$ cat config.mk
export PLATFORM = sky130hd
export DESIGN_NAME = i2m_master
export DESIGN_NICKNAME = d
export VERILOG_FILES = /design/src/logic/i2m_pkg.sv /design/src/logic/i2m_master.sv
export SDC_FILE = /design/constraint.sdc
export NUM_CORES = 1
export LEC_CHECK = 0
export BUFFER_PORTS_ARGS = -buffer_cell sky130_fd_sc_hd__buf_2
export CORE_AREA = 8 8 164 166
export CTS_BUF_LIST = sky130_fd_sc_hd__clkbuf_16
export DETAILED_ROUTE_END_ITERATION = 7
export DIE_AREA = 0 0 172 174
export GPL_TIMING_DRIVEN = 0
export SYNTH_ARGS = -nofsm -noshare
export SYNTH_HDL_FRONTEND = slang
export SYNTH_SLANG_ARGS = --single-unit
$ cat constraint.sdc
create_clock -name aclk -period 3.1 [get_ports aclk]
set_input_delay 0.465 -clock aclk [delete_from_list [all_inputs] [get_ports aclk]]
set_output_delay 0.465 -clock aclk [all_outputs]
set_load 0.01 [all_outputs]
$ cat src/logic/i2m_pkg.sv
package i2m_pkg;

  localparam int unsigned ADDR_W = 12;

  // Register indices; byte address is four times the index
  localparam logic [7:0] IDX_PERIPHERAL_INTERRUPT_FLAGS_1 = 8'h0C;
  localparam logic [7:0] IDX_PERIPHERAL_INTERRUPT_FLAGS_2 = 8'h0D;
  localparam logic [7:0] IDX_BUF = 8'h13;
  localparam logic [7:0] IDX_CON = 8'h14;
  localparam logic [7:0] IDX_PERIPHERAL_INTERRUPT_ENABLES_1 = 8'h8C;
  localparam logic [7:0] IDX_PERIPHERAL_INTERRUPT_ENABLES_2 = 8'h8D;
  localparam logic [7:0] IDX_CON2 = 8'h91;
  localparam logic [7:0] IDX_RELOAD = 8'h93;
  localparam logic [7:0] IDX_STAT = 8'h94;

  // Field positions
  localparam int unsigned PERIPHERAL_INTERRUPT_FLAGS_1_PIF = 3;
  localparam int unsigned PERIPHERAL_INTERRUPT_FLAGS_2_BCL = 3;
  localparam int unsigned CON_WRITE_COLLISION_FLAG = 7;
  localparam int unsigned CON_OV = 6;
  localparam int unsigned CON_EN = 5;
  localparam int unsigned CON_CKP = 4;
  localparam int unsigned CON2_GENERAL_CALL_ENABLE = 7;
  localparam int unsigned CON2_ACK_STATUS_BIT = 6;
  localparam int unsigned CON2_ACK_DATA_BIT = 5;
  localparam int unsigned CON2_ACK_SEQUENCE_ENABLE = 4;
  localparam int unsigned CON2_RECEIVE_ENABLE_BIT = 3;
  localparam int unsigned CON2_PEN = 2;
  localparam int unsigned CON2_REPEATED_START_ENABLE_BIT = 1;
  localparam int unsigned CON2_SEN = 0;
  localparam int unsigned STAT_SMP = 7;
  localparam int unsigned STAT_CKE = 6;
  localparam int unsigned STAT_P = 4;
  localparam int unsigned STAT_S = 3;
  localparam int unsigned STAT_BF = 0;

  localparam logic [3:0] MODE_MASTER = 4'h8;
  localparam int unsigned RELOAD_W = 7;
  localparam logic [1:0] RESP_OKAY = 2'h0;
  localparam logic [1:0] RESP_SLVERR = 2'h2;
  localparam logic [3:0] BITS_TX = 4'h9;
  localparam logic [3:0] BITS_RX = 4'h8;
  localparam logic [3:0] BITS_ACK = 4'h1;

  typedef enum logic [3:0] {
    ST_IDLE, ST_START1, ST_START2, ST_RS1, ST_RS2, ST_RS3,
    ST_BLOW, ST_BHIGH, ST_STOP1, ST_STOP2, ST_STOP3
  } i2m_state_t;

  typedef enum logic [1:0] {OP_TX, OP_RX, OP_ACK} i2m_op_t;

  typedef struct packed {
    logic sda_m, sda_s, sda_d, scl_m, scl_s, scl_d;
    logic [1:0] phase;
    logic [RELOAD_W-1:0] baud_rate_generator;
    logic brg_run;
    i2m_state_t st;
    i2m_op_t op;
    logic [3:0] bitcnt;
    logic [7:0] shreg;
    logic sda_low, scl_low;
    logic tx_req;
    logic [7:0] peripheral_interrupt_flags_1, peripheral_interrupt_enables_1, buf_data, con2, reload;
    logic bcl, bcle, write_collision_flag, ov, en, clock_release_bit, smp, cke, stop_seen, start_seen, bf, wake;
    logic [3:0] mode;
    logic aw_held, w_held, bvalid, rvalid;
    logic [ADDR_W-1:0] aw_addr;
    logic [7:0] w_data;
    logic w_lane0;
    logic [1:0] bresp, rresp;
    logic [7:0] rdata;
  } i2m_regs_t;

  localparam i2m_regs_t RST_STATE = '0;

endpackage : i2m_pkg

$ cat src/logic/i2m_master.sv
`timescale 1ns/1ps
module i2m_master (
  input wire logic aclk,
  input wire logic aresetn,
  input wire logic [i2m_pkg::ADDR_W-1:0] s_axi_awaddr,
  input wire logic s_axi_awvalid,
  output logic s_axi_awready,
  input wire logic [31:0] s_axi_wdata,
  input wire logic [3:0] s_axi_wstrb,
  input wire logic s_axi_wvalid,
  output logic s_axi_wready,
  output logic [1:0] s_axi_bresp,
  output logic s_axi_bvalid,
  input wire logic s_axi_bready,
  input wire logic [i2m_pkg::ADDR_W-1:0] s_axi_araddr,
  input wire logic s_axi_arvalid,
  output logic s_axi_arready,
  output logic [31:0] s_axi_rdata,
  output logic [1:0] s_axi_rresp,
  output logic s_axi_rvalid,
  input wire logic s_axi_rready,
  input wire logic sda_i,
  output logic sda_o,
  output logic sda_oe,
  input wire logic scl_i,
  output logic scl_o,
  output logic scl_oe,
  input wire logic cpu_sleep,
  output logic cpu_wake
);

  i2m_pkg::i2m_regs_t r_reg;
  i2m_pkg::i2m_regs_t r_next;

  logic tick;
  logic tmo;
  logic set_pif;
  logic set_bcl;
  logic set_write_collision_flag;
  logic busy;
  logic whit;
  logic rhit;
  logic drv_bit;
  logic [7:0] widx;
  logic [7:0] ridx;
  logic [7:0] wbyte;
  logic [7:0] rbyte;
  logic [7:0] shifted;

  always_comb
  begin
    r_next = r_reg;
    set_pif = 1'b0;
    set_bcl = 1'b0;
    set_write_collision_flag = 1'b0;
    whit = 1'b0;
    rhit = 1'b0;
    rbyte = 8'h00;
    drv_bit = 1'b0;
    widx = r_reg.aw_addr[9:2];
    ridx = s_axi_araddr[9:2];
    wbyte = r_reg.w_data;
    shifted = {r_reg.shreg[6:0], r_reg.sda_s};
    busy = (r_reg.st != i2m_pkg::ST_IDLE) | r_reg.tx_req | (r_reg.con2[4:0] != 5'h00);

    // Pin synchronisers and edge history
    r_next.sda_m = sda_i;
    r_next.sda_s = r_reg.sda_m;
    r_next.sda_d = r_reg.sda_s;
    r_next.scl_m = scl_i;
    r_next.scl_s = r_reg.scl_m;
    r_next.scl_d = r_reg.scl_s;

    // Four phases per instruction cycle; count on the second and fourth
    r_next.phase = r_reg.phase + 2'h1;
    tick = r_reg.phase[0];
    tmo = tick & r_reg.brg_run & (r_reg.baud_rate_generator == '0);
    if (tick && r_reg.brg_run && (r_reg.baud_rate_generator != '0))
    begin
      r_next.baud_rate_generator = r_reg.baud_rate_generator - 7'h01;
    end

    // Bus condition detection, works regardless of sleep
    if (r_reg.scl_s && r_reg.scl_d && r_reg.sda_d && !r_reg.sda_s)
    begin
      r_next.start_seen = 1'b1;
      r_next.stop_seen = 1'b0;
    end
    if (r_reg.scl_s && r_reg.scl_d && !r_reg.sda_d && r_reg.sda_s)
    begin
      r_next.stop_seen = 1'b1;
      r_next.start_seen = 1'b0;
      if (r_reg.start_seen && r_reg.peripheral_interrupt_enables_1[i2m_pkg::PERIPHERAL_INTERRUPT_FLAGS_1_PIF])
      begin
        set_pif = 1'b1;
      end
    end

    // Register write, once address and data are both held
    if (r_reg.aw_held && r_reg.w_held && !r_reg.bvalid)
    begin
      whit = (r_reg.aw_addr[11:10] == 2'h0);
      if (whit)
      begin
        case (widx)
          i2m_pkg::IDX_PERIPHERAL_INTERRUPT_FLAGS_1: if (r_reg.w_lane0) r_next.peripheral_interrupt_flags_1 = wbyte;
          i2m_pkg::IDX_PERIPHERAL_INTERRUPT_FLAGS_2: if (r_reg.w_lane0) r_next.bcl = wbyte[i2m_pkg::PERIPHERAL_INTERRUPT_FLAGS_2_BCL];
          i2m_pkg::IDX_PERIPHERAL_INTERRUPT_ENABLES_1: if (r_reg.w_lane0) r_next.peripheral_interrupt_enables_1 = wbyte;
          i2m_pkg::IDX_PERIPHERAL_INTERRUPT_ENABLES_2: if (r_reg.w_lane0) r_next.bcle = wbyte[i2m_pkg::PERIPHERAL_INTERRUPT_FLAGS_2_BCL];
          i2m_pkg::IDX_RELOAD: if (r_reg.w_lane0) r_next.reload = wbyte;
          i2m_pkg::IDX_STAT:
          begin
            if (r_reg.w_lane0)
            begin
              r_next.smp = wbyte[i2m_pkg::STAT_SMP];
              r_next.cke = wbyte[i2m_pkg::STAT_CKE];
            end
          end
          i2m_pkg::IDX_CON:
          begin
            if (r_reg.w_lane0)
            begin
              r_next.write_collision_flag = wbyte[i2m_pkg::CON_WRITE_COLLISION_FLAG];
              r_next.ov = wbyte[i2m_pkg::CON_OV];
              r_next.en = wbyte[i2m_pkg::CON_EN];
              r_next.clock_release_bit = wbyte[i2m_pkg::CON_CKP];
              r_next.mode = wbyte[3:0];
            end
          end
          i2m_pkg::IDX_CON2:
          begin
            if (r_reg.w_lane0)
            begin
              r_next.con2[i2m_pkg::CON2_GENERAL_CALL_ENABLE] = wbyte[i2m_pkg::CON2_GENERAL_CALL_ENABLE];
              r_next.con2[i2m_pkg::CON2_ACK_DATA_BIT] = wbyte[i2m_pkg::CON2_ACK_DATA_BIT];
              // Command bits only take while nothing is pending
              if (!busy && r_reg.en)
              begin
                r_next.con2[4:0] = wbyte[4:0];
              end
            end
          end
          i2m_pkg::IDX_BUF:
          begin
            if (r_reg.w_lane0)
            begin
              if (busy || !r_reg.en)
              begin
                set_write_collision_flag = 1'b1;
              end
              else
              begin
                r_next.buf_data = wbyte;
                r_next.shreg = wbyte;
                r_next.bf = 1'b1;
                r_next.tx_req = 1'b1;
              end
            end
          end
          default: whit = 1'b0;
        endcase
      end
      r_next.bvalid = 1'b1;
      r_next.bresp = whit ? i2m_pkg::RESP_OKAY : i2m_pkg::RESP_SLVERR;
      r_next.aw_held = 1'b0;
      r_next.w_held = 1'b0;
    end
    if (s_axi_awvalid && !r_reg.aw_held)
    begin
      r_next.aw_held = 1'b1;
      r_next.aw_addr = s_axi_awaddr;
    end
    if (s_axi_wvalid && !r_reg.w_held)
    begin
      r_next.w_held = 1'b1;
      r_next.w_data = s_axi_wdata[7:0];
      r_next.w_lane0 = s_axi_wstrb[0];
    end
    if (r_reg.bvalid && s_axi_bready)
    begin
      r_next.bvalid = 1'b0;
    end

    // Register read; reading the buffer empties it
    if (s_axi_rvalid && s_axi_rready)
    begin
      r_next.rvalid = 1'b0;
    end
    if (s_axi_arvalid && !r_reg.rvalid)
    begin
      rhit = (s_axi_araddr[11:10] == 2'h0);
      case (ridx)
        i2m_pkg::IDX_PERIPHERAL_INTERRUPT_FLAGS_1: rbyte = r_reg.peripheral_interrupt_flags_1;
        i2m_pkg::IDX_PERIPHERAL_INTERRUPT_FLAGS_2: rbyte = {4'h0, r_reg.bcl, 3'h0};
        i2m_pkg::IDX_PERIPHERAL_INTERRUPT_ENABLES_1: rbyte = r_reg.peripheral_interrupt_enables_1;
        i2m_pkg::IDX_PERIPHERAL_INTERRUPT_ENABLES_2: rbyte = {4'h0, r_reg.bcle, 3'h0};
        i2m_pkg::IDX_BUF:
        begin
          rbyte = r_reg.buf_data;
          if (rhit)
          begin
            r_next.bf = 1'b0;
          end
        end
        i2m_pkg::IDX_CON: rbyte = {r_reg.write_collision_flag, r_reg.ov, r_reg.en, r_reg.clock_release_bit, r_reg.mode};
        i2m_pkg::IDX_CON2: rbyte = r_reg.con2;
        i2m_pkg::IDX_RELOAD: rbyte = r_reg.reload;
        i2m_pkg::IDX_STAT: rbyte = {r_reg.smp, r_reg.cke, 1'b0, r_reg.stop_seen, r_reg.start_seen, 2'h0, r_reg.bf};
        default: rhit = 1'b0;
      endcase
      if (!rhit)
      begin
        rbyte = 8'h00;
      end
      r_next.rvalid = 1'b1;
      r_next.rdata = rbyte;
      r_next.rresp = rhit ? i2m_pkg::RESP_OKAY : i2m_pkg::RESP_SLVERR;
    end

    // Bus sequencer
    case (r_reg.st)
      i2m_pkg::ST_IDLE:
      begin
        r_next.brg_run = 1'b0;
        if (r_reg.mode == i2m_pkg::MODE_MASTER)
        begin
          if (r_reg.con2[i2m_pkg::CON2_SEN])
          begin
            if (!r_reg.sda_s || !r_reg.scl_s)
            begin
              set_bcl = 1'b1;
              r_next.con2[i2m_pkg::CON2_SEN] = 1'b0;
            end
            else
            begin
              r_next.baud_rate_generator = r_reg.reload[i2m_pkg::RELOAD_W-1:0];
              r_next.brg_run = 1'b1;
              r_next.st = i2m_pkg::ST_START1;
            end
          end
          else if (r_reg.con2[i2m_pkg::CON2_REPEATED_START_ENABLE_BIT])
          begin
            r_next.scl_low = 1'b1;
            r_next.sda_low = 1'b0;
            r_next.st = i2m_pkg::ST_RS1;
          end
          else if (r_reg.con2[i2m_pkg::CON2_PEN])
          begin
            r_next.scl_low = 1'b1;
            r_next.sda_low = 1'b1;
            r_next.st = i2m_pkg::ST_STOP1;
          end
          else if (r_reg.con2[i2m_pkg::CON2_RECEIVE_ENABLE_BIT])
          begin
            r_next.op = i2m_pkg::OP_RX;
            r_next.bitcnt = i2m_pkg::BITS_RX;
            r_next.st = i2m_pkg::ST_BLOW;
          end
          else if (r_reg.con2[i2m_pkg::CON2_ACK_SEQUENCE_ENABLE])
          begin
            r_next.op = i2m_pkg::OP_ACK;
            r_next.bitcnt = i2m_pkg::BITS_ACK;
            r_next.st = i2m_pkg::ST_BLOW;
          end
          else if (r_reg.tx_req)
          begin
            r_next.tx_req = 1'b0;
            r_next.op = i2m_pkg::OP_TX;
            r_next.bitcnt = i2m_pkg::BITS_TX;
            r_next.st = i2m_pkg::ST_BLOW;
          end
        end
      end
      i2m_pkg::ST_START1:
      begin
        if (!r_reg.scl_s || (tmo && !r_reg.sda_s))
        begin
          set_bcl = 1'b1;
          r_next.con2[i2m_pkg::CON2_SEN] = 1'b0;
          r_next.st = i2m_pkg::ST_IDLE;
        end
        else if (tmo)
        begin
          r_next.sda_low = 1'b1;
          r_next.baud_rate_generator = r_reg.reload[i2m_pkg::RELOAD_W-1:0];
          r_next.st = i2m_pkg::ST_START2;
        end
      end
      i2m_pkg::ST_START2:
      begin
        if (tmo)
        begin
          // Generator halts with SDA still driven low
          r_next.con2[i2m_pkg::CON2_SEN] = 1'b0;
          r_next.brg_run = 1'b0;
          r_next.st = i2m_pkg::ST_IDLE;
          set_pif = 1'b1;
        end
      end
      i2m_pkg::ST_RS1:
      begin
        r_next.sda_low = 1'b0;
        if (!r_reg.brg_run && !r_reg.scl_s)
        begin
          r_next.baud_rate_generator = r_reg.reload[i2m_pkg::RELOAD_W-1:0];
          r_next.brg_run = 1'b1;
        end
        if (tmo)
        begin
          r_next.scl_low = 1'b0;
          r_next.brg_run = 1'b0;
          r_next.st = i2m_pkg::ST_RS2;
        end
      end
      i2m_pkg::ST_RS2:
      begin
        if ((!r_reg.brg_run && r_reg.scl_s && !r_reg.sda_s) || (tmo && !r_reg.scl_s))
        begin
          set_bcl = 1'b1;
          r_next.con2[i2m_pkg::CON2_REPEATED_START_ENABLE_BIT] = 1'b0;
          r_next.st = i2m_pkg::ST_IDLE;
        end
        else if (!r_reg.brg_run && r_reg.scl_s)
        begin
          r_next.baud_rate_generator = r_reg.reload[i2m_pkg::RELOAD_W-1:0];
          r_next.brg_run = 1'b1;
        end
        else if (tmo)
        begin
          r_next.sda_low = 1'b1;
          r_next.baud_rate_generator = r_reg.reload[i2m_pkg::RELOAD_W-1:0];
          r_next.st = i2m_pkg::ST_RS3;
        end
      end
      i2m_pkg::ST_RS3:
      begin
        if (!r_reg.scl_s)
        begin
          set_bcl = 1'b1;
          r_next.con2[i2m_pkg::CON2_REPEATED_START_ENABLE_BIT] = 1'b0;
          r_next.st = i2m_pkg::ST_IDLE;
        end
        else if (tmo)
        begin
          // Bus stays owned: SDA low, SCL high
          r_next.con2[i2m_pkg::CON2_REPEATED_START_ENABLE_BIT] = 1'b0;
          r_next.brg_run = 1'b0;
          r_next.st = i2m_pkg::ST_IDLE;
          set_pif = 1'b1;
        end
      end
      i2m_pkg::ST_BLOW:
      begin
        r_next.scl_low = 1'b1;
        if (!r_reg.brg_run && !r_reg.scl_s)
        begin
          case (r_reg.op)
            i2m_pkg::OP_TX: drv_bit = (r_reg.bitcnt == 4'h1) ? 1'b1 : r_reg.shreg[7];
            i2m_pkg::OP_ACK: drv_bit = r_reg.con2[i2m_pkg::CON2_ACK_DATA_BIT];
            default: drv_bit = 1'b1;
          endcase
          r_next.sda_low = !drv_bit;
          r_next.baud_rate_generator = r_reg.reload[i2m_pkg::RELOAD_W-1:0];
          r_next.brg_run = 1'b1;
        end
        if (tmo)
        begin
          r_next.scl_low = 1'b0;
          r_next.brg_run = 1'b0;
          r_next.st = i2m_pkg::ST_BHIGH;
        end
      end
      i2m_pkg::ST_BHIGH:
      begin
        // Another device stretching SCL delays the high count
        if (!r_reg.brg_run && r_reg.scl_s)
        begin
          r_next.baud_rate_generator = r_reg.reload[i2m_pkg::RELOAD_W-1:0];
          r_next.brg_run = 1'b1;
        end
        if (tmo)
        begin
          r_next.scl_low = 1'b1;
          r_next.brg_run = 1'b0;
          r_next.bitcnt = r_reg.bitcnt - 4'h1;
          r_next.st = (r_reg.bitcnt == 4'h1) ? i2m_pkg::ST_IDLE : i2m_pkg::ST_BLOW;
          if (!r_reg.sda_low && !r_reg.sda_s && (r_reg.op != i2m_pkg::OP_RX) &&
              ((r_reg.op == i2m_pkg::OP_ACK) || (r_reg.bitcnt != 4'h1)))
          begin
            // Released SDA read low: another master won
            set_bcl = 1'b1;
            r_next.sda_low = 1'b0;
            r_next.scl_low = 1'b0;
            r_next.con2[i2m_pkg::CON2_ACK_SEQUENCE_ENABLE] = 1'b0;
            r_next.st = i2m_pkg::ST_IDLE;
          end
          else
          begin
            r_next.shreg = shifted;
            if ((r_reg.op == i2m_pkg::OP_TX) && (r_reg.bitcnt == 4'h2))
            begin
              r_next.bf = 1'b0;
              r_next.sda_low = 1'b0;
            end
            if (r_reg.bitcnt == 4'h1)
            begin
              set_pif = 1'b1;
              r_next.sda_low = 1'b0;
              case (r_reg.op)
                i2m_pkg::OP_TX: r_next.con2[i2m_pkg::CON2_ACK_STATUS_BIT] = r_reg.sda_s;
                i2m_pkg::OP_ACK: r_next.con2[i2m_pkg::CON2_ACK_SEQUENCE_ENABLE] = 1'b0;
                default:
                begin
                  // Full buffer keeps its byte and flags overflow
                  if (r_reg.bf)
                  begin
                    r_next.ov = 1'b1;
                  end
                  else
                  begin
                    r_next.buf_data = shifted;
                  end
                  r_next.bf = 1'b1;
                  r_next.con2[i2m_pkg::CON2_RECEIVE_ENABLE_BIT] = 1'b0;
                end
              endcase
            end
          end
        end
      end
      i2m_pkg::ST_STOP1:
      begin
        if (!r_reg.brg_run && !r_reg.scl_s)
        begin
          r_next.baud_rate_generator = r_reg.reload[i2m_pkg::RELOAD_W-1:0];
          r_next.brg_run = 1'b1;
        end
        if (tmo)
        begin
          r_next.scl_low = 1'b0;
          r_next.brg_run = 1'b0;
          r_next.st = i2m_pkg::ST_STOP2;
        end
      end
      i2m_pkg::ST_STOP2:
      begin
        if (!r_reg.brg_run && r_reg.scl_s)
        begin
          r_next.baud_rate_generator = r_reg.reload[i2m_pkg::RELOAD_W-1:0];
          r_next.brg_run = 1'b1;
        end
        if (tmo)
        begin
          r_next.sda_low = 1'b0;
          r_next.baud_rate_generator = r_reg.reload[i2m_pkg::RELOAD_W-1:0];
          r_next.st = i2m_pkg::ST_STOP3;
        end
      end
      i2m_pkg::ST_STOP3:
      begin
        if (tmo)
        begin
          if (!r_reg.sda_s)
          begin
            set_bcl = 1'b1;
          end
          r_next.con2[i2m_pkg::CON2_PEN] = 1'b0;
          r_next.brg_run = 1'b0;
          r_next.st = i2m_pkg::ST_IDLE;
          set_pif = 1'b1;
        end
      end
      default: r_next.st = i2m_pkg::ST_IDLE;
    endcase

    // Disabled port: release the bus and forget bus state
    if (!r_reg.en)
    begin
      r_next.st = i2m_pkg::ST_IDLE;
      r_next.sda_low = 1'b0;
      r_next.scl_low = 1'b0;
      r_next.brg_run = 1'b0;
      r_next.tx_req = 1'b0;
      r_next.con2[4:0] = 5'h00;
      r_next.start_seen = 1'b0;
      r_next.stop_seen = 1'b0;
    end

    // Hardware sets beat a software clear in the same cycle
    if (set_pif)
    begin
      r_next.peripheral_interrupt_flags_1[i2m_pkg::PERIPHERAL_INTERRUPT_FLAGS_1_PIF] = 1'b1;
    end
    if (set_bcl)
    begin
      r_next.bcl = 1'b1;
    end
    if (set_write_collision_flag)
    begin
      r_next.write_collision_flag = 1'b1;
    end
    r_next.wake = cpu_sleep & r_next.peripheral_interrupt_flags_1[i2m_pkg::PERIPHERAL_INTERRUPT_FLAGS_1_PIF] & r_reg.peripheral_interrupt_enables_1[i2m_pkg::PERIPHERAL_INTERRUPT_FLAGS_1_PIF];
  end

  always_ff @(posedge aclk)
  begin
    if (!aresetn)
    begin
      r_reg <= i2m_pkg::RST_STATE;
    end
    else
    begin
      r_reg <= r_next;
    end
  end

  assign s_axi_awready = !r_reg.aw_held;
  assign s_axi_wready = !r_reg.w_held;
  assign s_axi_bvalid = r_reg.bvalid;
  assign s_axi_bresp = r_reg.bresp;
  assign s_axi_arready = !r_reg.rvalid;
  assign s_axi_rvalid = r_reg.rvalid;
  assign s_axi_rdata = {24'h000000, r_reg.rdata};
  assign s_axi_rresp = r_reg.rresp;
  // Open drain: only ever pull low
  assign sda_o = 1'b0;
  assign sda_oe = r_reg.sda_low;
  assign scl_o = 1'b0;
  assign scl_oe = r_reg.scl_low;
  assign cpu_wake = r_reg.wake;

endmodule : i2m_master

==> impl_metrics.env, run 1 <==
export IMPL_outcome="completed"
export IMPL_crit_path_start_kind="register"
export IMPL_holdBufCountCts=0
export IMPL_cts_sinks=125
export IMPL_fin_nets=1103
export IMPL_cp_slowest_cell="nor4_1"
export IMPL_setup_viol=0
export IMPL_fp_dieW_um=172
export IMPL_largest_reg_flops=98
export IMPL_hold_class="primary input to register"
export IMPL_crit_fanout=10
export IMPL_grt_ovfl_total=0
export IMPL_cts_tree="yes"
export IMPL_slew_headroom_pct=29.6
export IMPL_start_util_pct=29.1
export IMPL_yosys_top_cells_count="nand2_1 (143), dfxtp_1 (125), a21oi_1 (113), nor2_1 (67), o21ai_0 (49)"
export IMPL_finalCritPeriodShare_pct=99.0
export IMPL_htree_levels=4
export IMPL_ys_flop_type="dfxtp_1"
export IMPL_slew_violations=0
export IMPL_crit_type="register to register"
export IMPL_setup_tns_ns=0
export IMPL_power_density_nw_per_um2=454
export IMPL_peakVddDrop_v=0.000403
export IMPL_seq_area_frac_synth_pct=35.0
export IMPL_hold_viol_final=0
export IMPL_fin_skew_ns=0.0137
export IMPL_num_vias=7185
export IMPL_synth_warning_count=0
export IMPL_drive_above_1_share_pct=15.4
export IMPL_fillers=2673
export IMPL_stdcell_area_um2=8510
export IMPL_drc_errors=0
export IMPL_fin_crit_ns=3.07
export IMPL_track_usage_pct=15.9
export IMPL_yosysUniqueCellTypes=72
export IMPL_end_kind="register"
export IMPL_clock_root_buffer="clkbuf_16"
export IMPL_clk_latency_ns=0.43
export IMPL_rows=58
export IMPL_synth_area_top_cells="dfxtp_1 (35%), a21oi_1 (7.9%), nand2_1 (7.5%)"
export IMPL_die_h_um=174
export IMPL_first_pass_iters=5
export IMPL_vias_per_cell=5.24
export IMPL_grt_pass1_wl_mm=37.6
export IMPL_cts_resized=0
export IMPL_worstMarginPinSlew_ns=1.04
export IMPL_syn_cell_area_um2=7150
export IMPL_numCtsBuffers=17
export IMPL_cpMostUsedCell="nor4_1"
export IMPL_place_hpwl_mm=18.0
export IMPL_cpPeakStageDelay_ns=0.71
export IMPL_critical_path_arrival_ns=3.37
export IMPL_leakagePower_nw=3.09
export IMPL_yosys_area_top_type="dfxtp_1"
export IMPL_critPathBufInv=2
export IMPL_synth_edff_count=0
export IMPL_power_total_mw=3.86
export IMPL_dpl_cell_area_um2=7930
export IMPL_crit_chain="buf_2 -> inv_1 -> nor4_1 -> nand2_1 -> nor4_1 -> mux2i_1 -> nor2_1"
export IMPL_synth_avg_cell_area_um2=7.70
export IMPL_drt_total_wl_mm=24.1
export IMPL_first_iter_violations=680
export IMPL_holdWs_ns=0.217
export IMPL_diodes=0
export IMPL_async_flop_share_pct=0
export IMPL_fmax_mhz=326
export IMPL_max_cap_violations=0
export IMPL_ant_nets=0
export IMPL_postCtsSetupBuffers=0
export IMPL_rsz0062_at_grt="false"
export IMPL_grt_max_degree=17
export IMPL_coreArea_um2=24500
export IMPL_routedWlPerCell_um=17.6
export IMPL_antenna_found_initial=0
export IMPL_fp_dieArea_um2=29900
export IMPL_netlist_area_leader_share_pct=35.0
export IMPL_cp_top_family="simple AND/OR/NAND/NOR gates"
export IMPL_syn_inst=928
export IMPL_synth_seq_cells=125
export IMPL_grt_pass1_vias=6668
export IMPL_area_growth_pct=19.1
export IMPL_clk_pin_slew_worst_paths_ns=0.06
export IMPL_post_route_util_pct=34.7
export IMPL_place_gp_congestion=0.947
export IMPL_synth_most_common_cell="nand2_1"
export IMPL_required_ns=3.40
export IMPL_clockBufferDepth=2
export IMPL_io_pins=116
export IMPL_port_buffers=54
report_power, final:
| part | internal, mW | switching, mW |
|---|---|---|
| clock | 1.06 | 0.894 |
| combinational | 0.0924 | 0.163 |
| sequential | 1.63 | 0.0188 |
| total | 2.79 | 1.08 |
cell families after synthesis:
logic type | share of synthesized area [%]
other | 0.0525
muxes | 7.74
buffers and inverters | 8.65
and+or+nand+nor | 25.6
xor gates and xnor gates | 0.735
AOI/OAI and AO/OA | 21.3
DFF | 35.0
adders and majority gates | 0.876
metal layers:
layer / share of wire, % / wire length (um) / vias up / global-route usage [%]
li1: - / - / 3469 / -
met1: 45 / 10800 / 3371 / 21.4
met2: 47 / 11200 / 307 / 25.2
met3: 6.6 / 1590 / 38 / 2.68
met4: 2.1 / 494 / 0 / 5.35
met5: 0 / 0 / - / 0
metrics by stage:
| step | setup slack (ns) | std cells |
|---|---|---|
| floorplan | 0.811 | 955 |
| global placement | 0.139 | 1339 |
| detailed placement | 0.101 | 1339 |
| CTS | 0.0721 | 1371 |
| global route | 0.00807 | 1371 |
| finish | 0.0320 | 1371 |
worst paths after layout:
check / startpoint / endpoint / cells past startpoint / slack, ns
max: r_reg[110]$_SDFFE_PN0P_ / r_reg[67]$_SDFFE_PN0P_ / 7 / 0.03
min: s_axi_rready / s_axi_rvalid$_SDFFE_PN0P_ / 2 / 0.22
max reg2reg: r_reg[110]$_SDFFE_PN0P_ / r_reg[67]$_SDFFE_PN0P_ / 7 / 0.03
min reg2reg: r_next[128]$_SDFF_PN0_ / r_next[127]$_SDFF_PN0_ / 1 / 0.44
cell usage in the layout, fill, tap and decap left out, types with 8 or more instances in the layout:
master,n
and2_1,13
nand2_1,143
inv_1,20
conb_1,28
nor4_1,8
buf_2,59
buf_4,39
o22ai_1,10
nor3_1,29
buf_1,9
a21oi_1,113
a31oi_1,8
nand3_1,30
o21ai_0,49
clkbuf_16,17
nand2b_1,15
dfxtp_1,125
nor2b_1,11
mux2i_1,47
clkbuf_1,41
nor2_1,67
worst reg2reg max path: cells and delay by family (launching register included):
kind	cells	cell delay, ns
and+or+nand+nor	4	1.76
buffers and inverters	2	0.47
DFF	1	0.47
muxes	1	0.24
layout make-up:
type / count / area [um2] / share of cell area (%)
Multi-Input combinational cell: 712 / 4140 / 48.6
Timing Repair Buffer: 54 / 270 / 3.18
Inverter: 21 / 78.8 / 0.926
Clock inverter: 15 / 144 / 1.69
Sequential cell: 125 / 2500 / 29.4
Tap cell: 330 / 413 / 4.85
Buffer: 97 / 539 / 6.34
Clock buffer: 17 / 425 / 5.00
No activity file was read; power rests on OpenSTA's default activity.
==> run 2: changes to the inputs <==
--- a/config.mk
+++ b/config.mk
@@ -6,11 +6,15 @@
 export NUM_CORES = 1
 export LEC_CHECK = 0
 export BUFFER_PORTS_ARGS = -buffer_cell sky130_fd_sc_hd__buf_2
+export CELL_PAD_IN_SITES_DETAIL_PLACEMENT = 1
+export CELL_PAD_IN_SITES_GLOBAL_PLACEMENT = 1
 export CORE_AREA = 8 8 164 166
 export CTS_BUF_LIST = sky130_fd_sc_hd__clkbuf_16
 export DETAILED_ROUTE_END_ITERATION = 7
 export DIE_AREA = 0 0 172 174
 export GPL_TIMING_DRIVEN = 0
+export MAX_ROUTING_LAYER = met4
+export PLACE_DENSITY_LB_ADDON = 0.1
 export SYNTH_ARGS = -nofsm -noshare
 export SYNTH_HDL_FRONTEND = slang
 export SYNTH_SLANG_ARGS = --single-unit
==> constraint.sdc (replaced) <==
create_clock -name aclk -period 3.1 [get_ports aclk]
set_input_delay 0.62 -clock aclk [delete_from_list [all_inputs] [get_ports aclk]]
set_output_delay 0.62 -clock aclk [all_outputs]
set_load 0.01 [all_outputs]
==> impl_metrics.env, run 2 (synthesis results as in run 1) <==
export IMPL_clockBufferDepth=2
export IMPL_power_total_mw=4.01
export IMPL_fin_crit_ns=2.90
export IMPL_drive_above_1_share_pct=15.4
export IMPL_num_vias=7042
export IMPL_cts_sinks=125
export IMPL_rsz0062_at_grt="false"
export IMPL_power_density_nw_per_um2=469
export IMPL_drc_errors=0
export IMPL_coreArea_um2=24500
export IMPL_setup_viol=0
export IMPL_place_hpwl_mm=20.9
export IMPL_die_h_um=174
export IMPL_slew_violations=0
export IMPL_cts_tree="yes"
export IMPL_largest_reg_flops=98
export IMPL_setup_tns_ns=0
export IMPL_fin_nets=1103
export IMPL_start_util_pct=29.1
export IMPL_leakagePower_nw=3.11
export IMPL_htree_levels=4
export IMPL_port_buffers=54
export IMPL_antenna_found_initial=0
export IMPL_clk_latency_ns=0.43
export IMPL_peakVddDrop_v=0.000332
export IMPL_numCtsBuffers=17
export IMPL_final_cell_mix="nand2_1 (143), dfxtp_1 (125), a21oi_1 (113)"
export IMPL_post_route_util_pct=34.9
export IMPL_slew_headroom_pct=26.6
export IMPL_fp_dieW_um=172
export IMPL_first_iter_violations=403
export IMPL_place_gp_congestion=0.869
export IMPL_crit_path_start_kind="register"
export IMPL_area_growth_pct=19.8
export IMPL_clock_root_buffer="clkbuf_16"
export IMPL_worstMarginPinSlew_ns=1.09
export IMPL_p_int_mw=3.00
export IMPL_postCtsSetupBuffers=0
export IMPL_first_pass_iters=4
export IMPL_grt_pass1_wl_mm=42.6
export IMPL_finalCritPeriodShare_pct=93.7
export IMPL_clkPwrFrac_pct=52.3
export IMPL_fin_skew_ns=0.0134
export IMPL_seq_power_share_pct=41.1
export IMPL_swShare_pct=25.2
export IMPL_clk_pin_slew_worst_paths_ns=0.07
export IMPL_grt_pass1_vias=7246
export IMPL_final_common_cell="nand2_1"
export IMPL_grt_ovfl_total=0
export IMPL_max_cap_violations=0
export IMPL_crit_fanout=10
export IMPL_vias_per_cell=5.14
export IMPL_critical_path_arrival_ns=3.20
export IMPL_outcome="completed"
export IMPL_ant_nets=0
export IMPL_drt_total_wl_mm=27.3
export IMPL_hold_viol_final=0
export IMPL_rows=58
export IMPL_hold_class="primary input to register"
export IMPL_required_ns=3.40
export IMPL_io_pins=116
export IMPL_crit_type="register to register"
export IMPL_diodes=0
export IMPL_end_kind="register"
export IMPL_fp_dieArea_um2=29900
export IMPL_fmax_mhz=344
export IMPL_p_comb_share_pct=6.6
export IMPL_p_sw_mw=1.01
export IMPL_track_usage_pct=18.9
export IMPL_grt_max_degree=17
export IMPL_routedWlPerCell_um=19.9
run 2: cell types whose count changed in the layout (fill, tap and decap cells not counted), sizes merged:
cell	delta
clkinvlp	+2
bufinv	+3
clkinv	-2
inv	-3
run 2: stage by stage:
| stage | setup slack [ns] | cells | area, um2 | hold slack (ns) |
|---|---|---|---|---|
| global placement | 0.0128 | 1339 | 7930 | 0.423 |
| global route | 0.0636 | 1371 | 8560 | 0.392 |
| detailed placement | -0.0123 | 1339 | 7930 | 0.430 |
| finish | 0.195 | 1371 | 8560 | 0.374 |
| floorplan | 0.811 | 955 | 7250 | 0.412 |
| CTS | 0.0739 | 1371 | 8550 | 0.362 |
run 2: worst max-delay path: stages, from the launching register on:
cell      delay (ns)
dfxtp_1         0.41
clkbuf_1        0.46
clkbuf_1        0.55
o32ai_1         0.17
a21o_1          0.24
nor4_1          0.42
nand2_1         0.32
mux2i_1         0.20
run 2: final timing paths:
check / from / to / slack, ns / cells past startpoint
max reg2reg: r_next[124]$_SDFF_PN0_ / r_reg[118]$_SDFF_PN0_ / 0.20 / 7
min reg2reg: r_next[128]$_SDFF_PN0_ / r_next[127]$_SDFF_PN0_ / 0.44 / 1
min: s_axi_rready / s_axi_rvalid$_SDFFE_PN0P_ / 0.37 / 2
max: r_next[124]$_SDFF_PN0_ / r_reg[118]$_SDFF_PN0_ / 0.20 / 7
run 2: power groups by stage:
stage | clock, mW | sequential [mW] | combinational, mW
global route | 2.21 | 1.65 | 0.290
global placement | 0 | 1.69 | 0.264
CTS | 2.14 | 1.65 | 0.265
detailed placement | 0 | 1.69 | 0.264
finish | 2.10 | 1.65 | 0.263
floorplan | 0 | 1.68 | 0.165
run 2: cell type report:
type | instances | area, um2
sequential | 125 | 2500
clock buffer | 17 | 425
tap | 330 | 413
clock inverter | 15 | 186
multi-input combinational | 712 | 4140
fill | 3088 | 16000
buffer | 97 | 539
timing repair buffer | 54 | 270
inverter | 21 | 78.8
run 2: metal layers:
layer,part of all wire (%),GRT usage [%],vias up
li1,-,-,3438
met5,0,-,-
met2,48,30.7,146
met4,2.3,6.18,0
met3,3.1,2.52,46
met1,46,23.9,3412
run 2: what timing repair did:
| item | in CTS | in global routing |
|---|---|---|
| hold buffers | 0 | 0 |
| endpoints found under the setup margin | 2 | 3 |
| gates resized for setup | 1 | 1 |
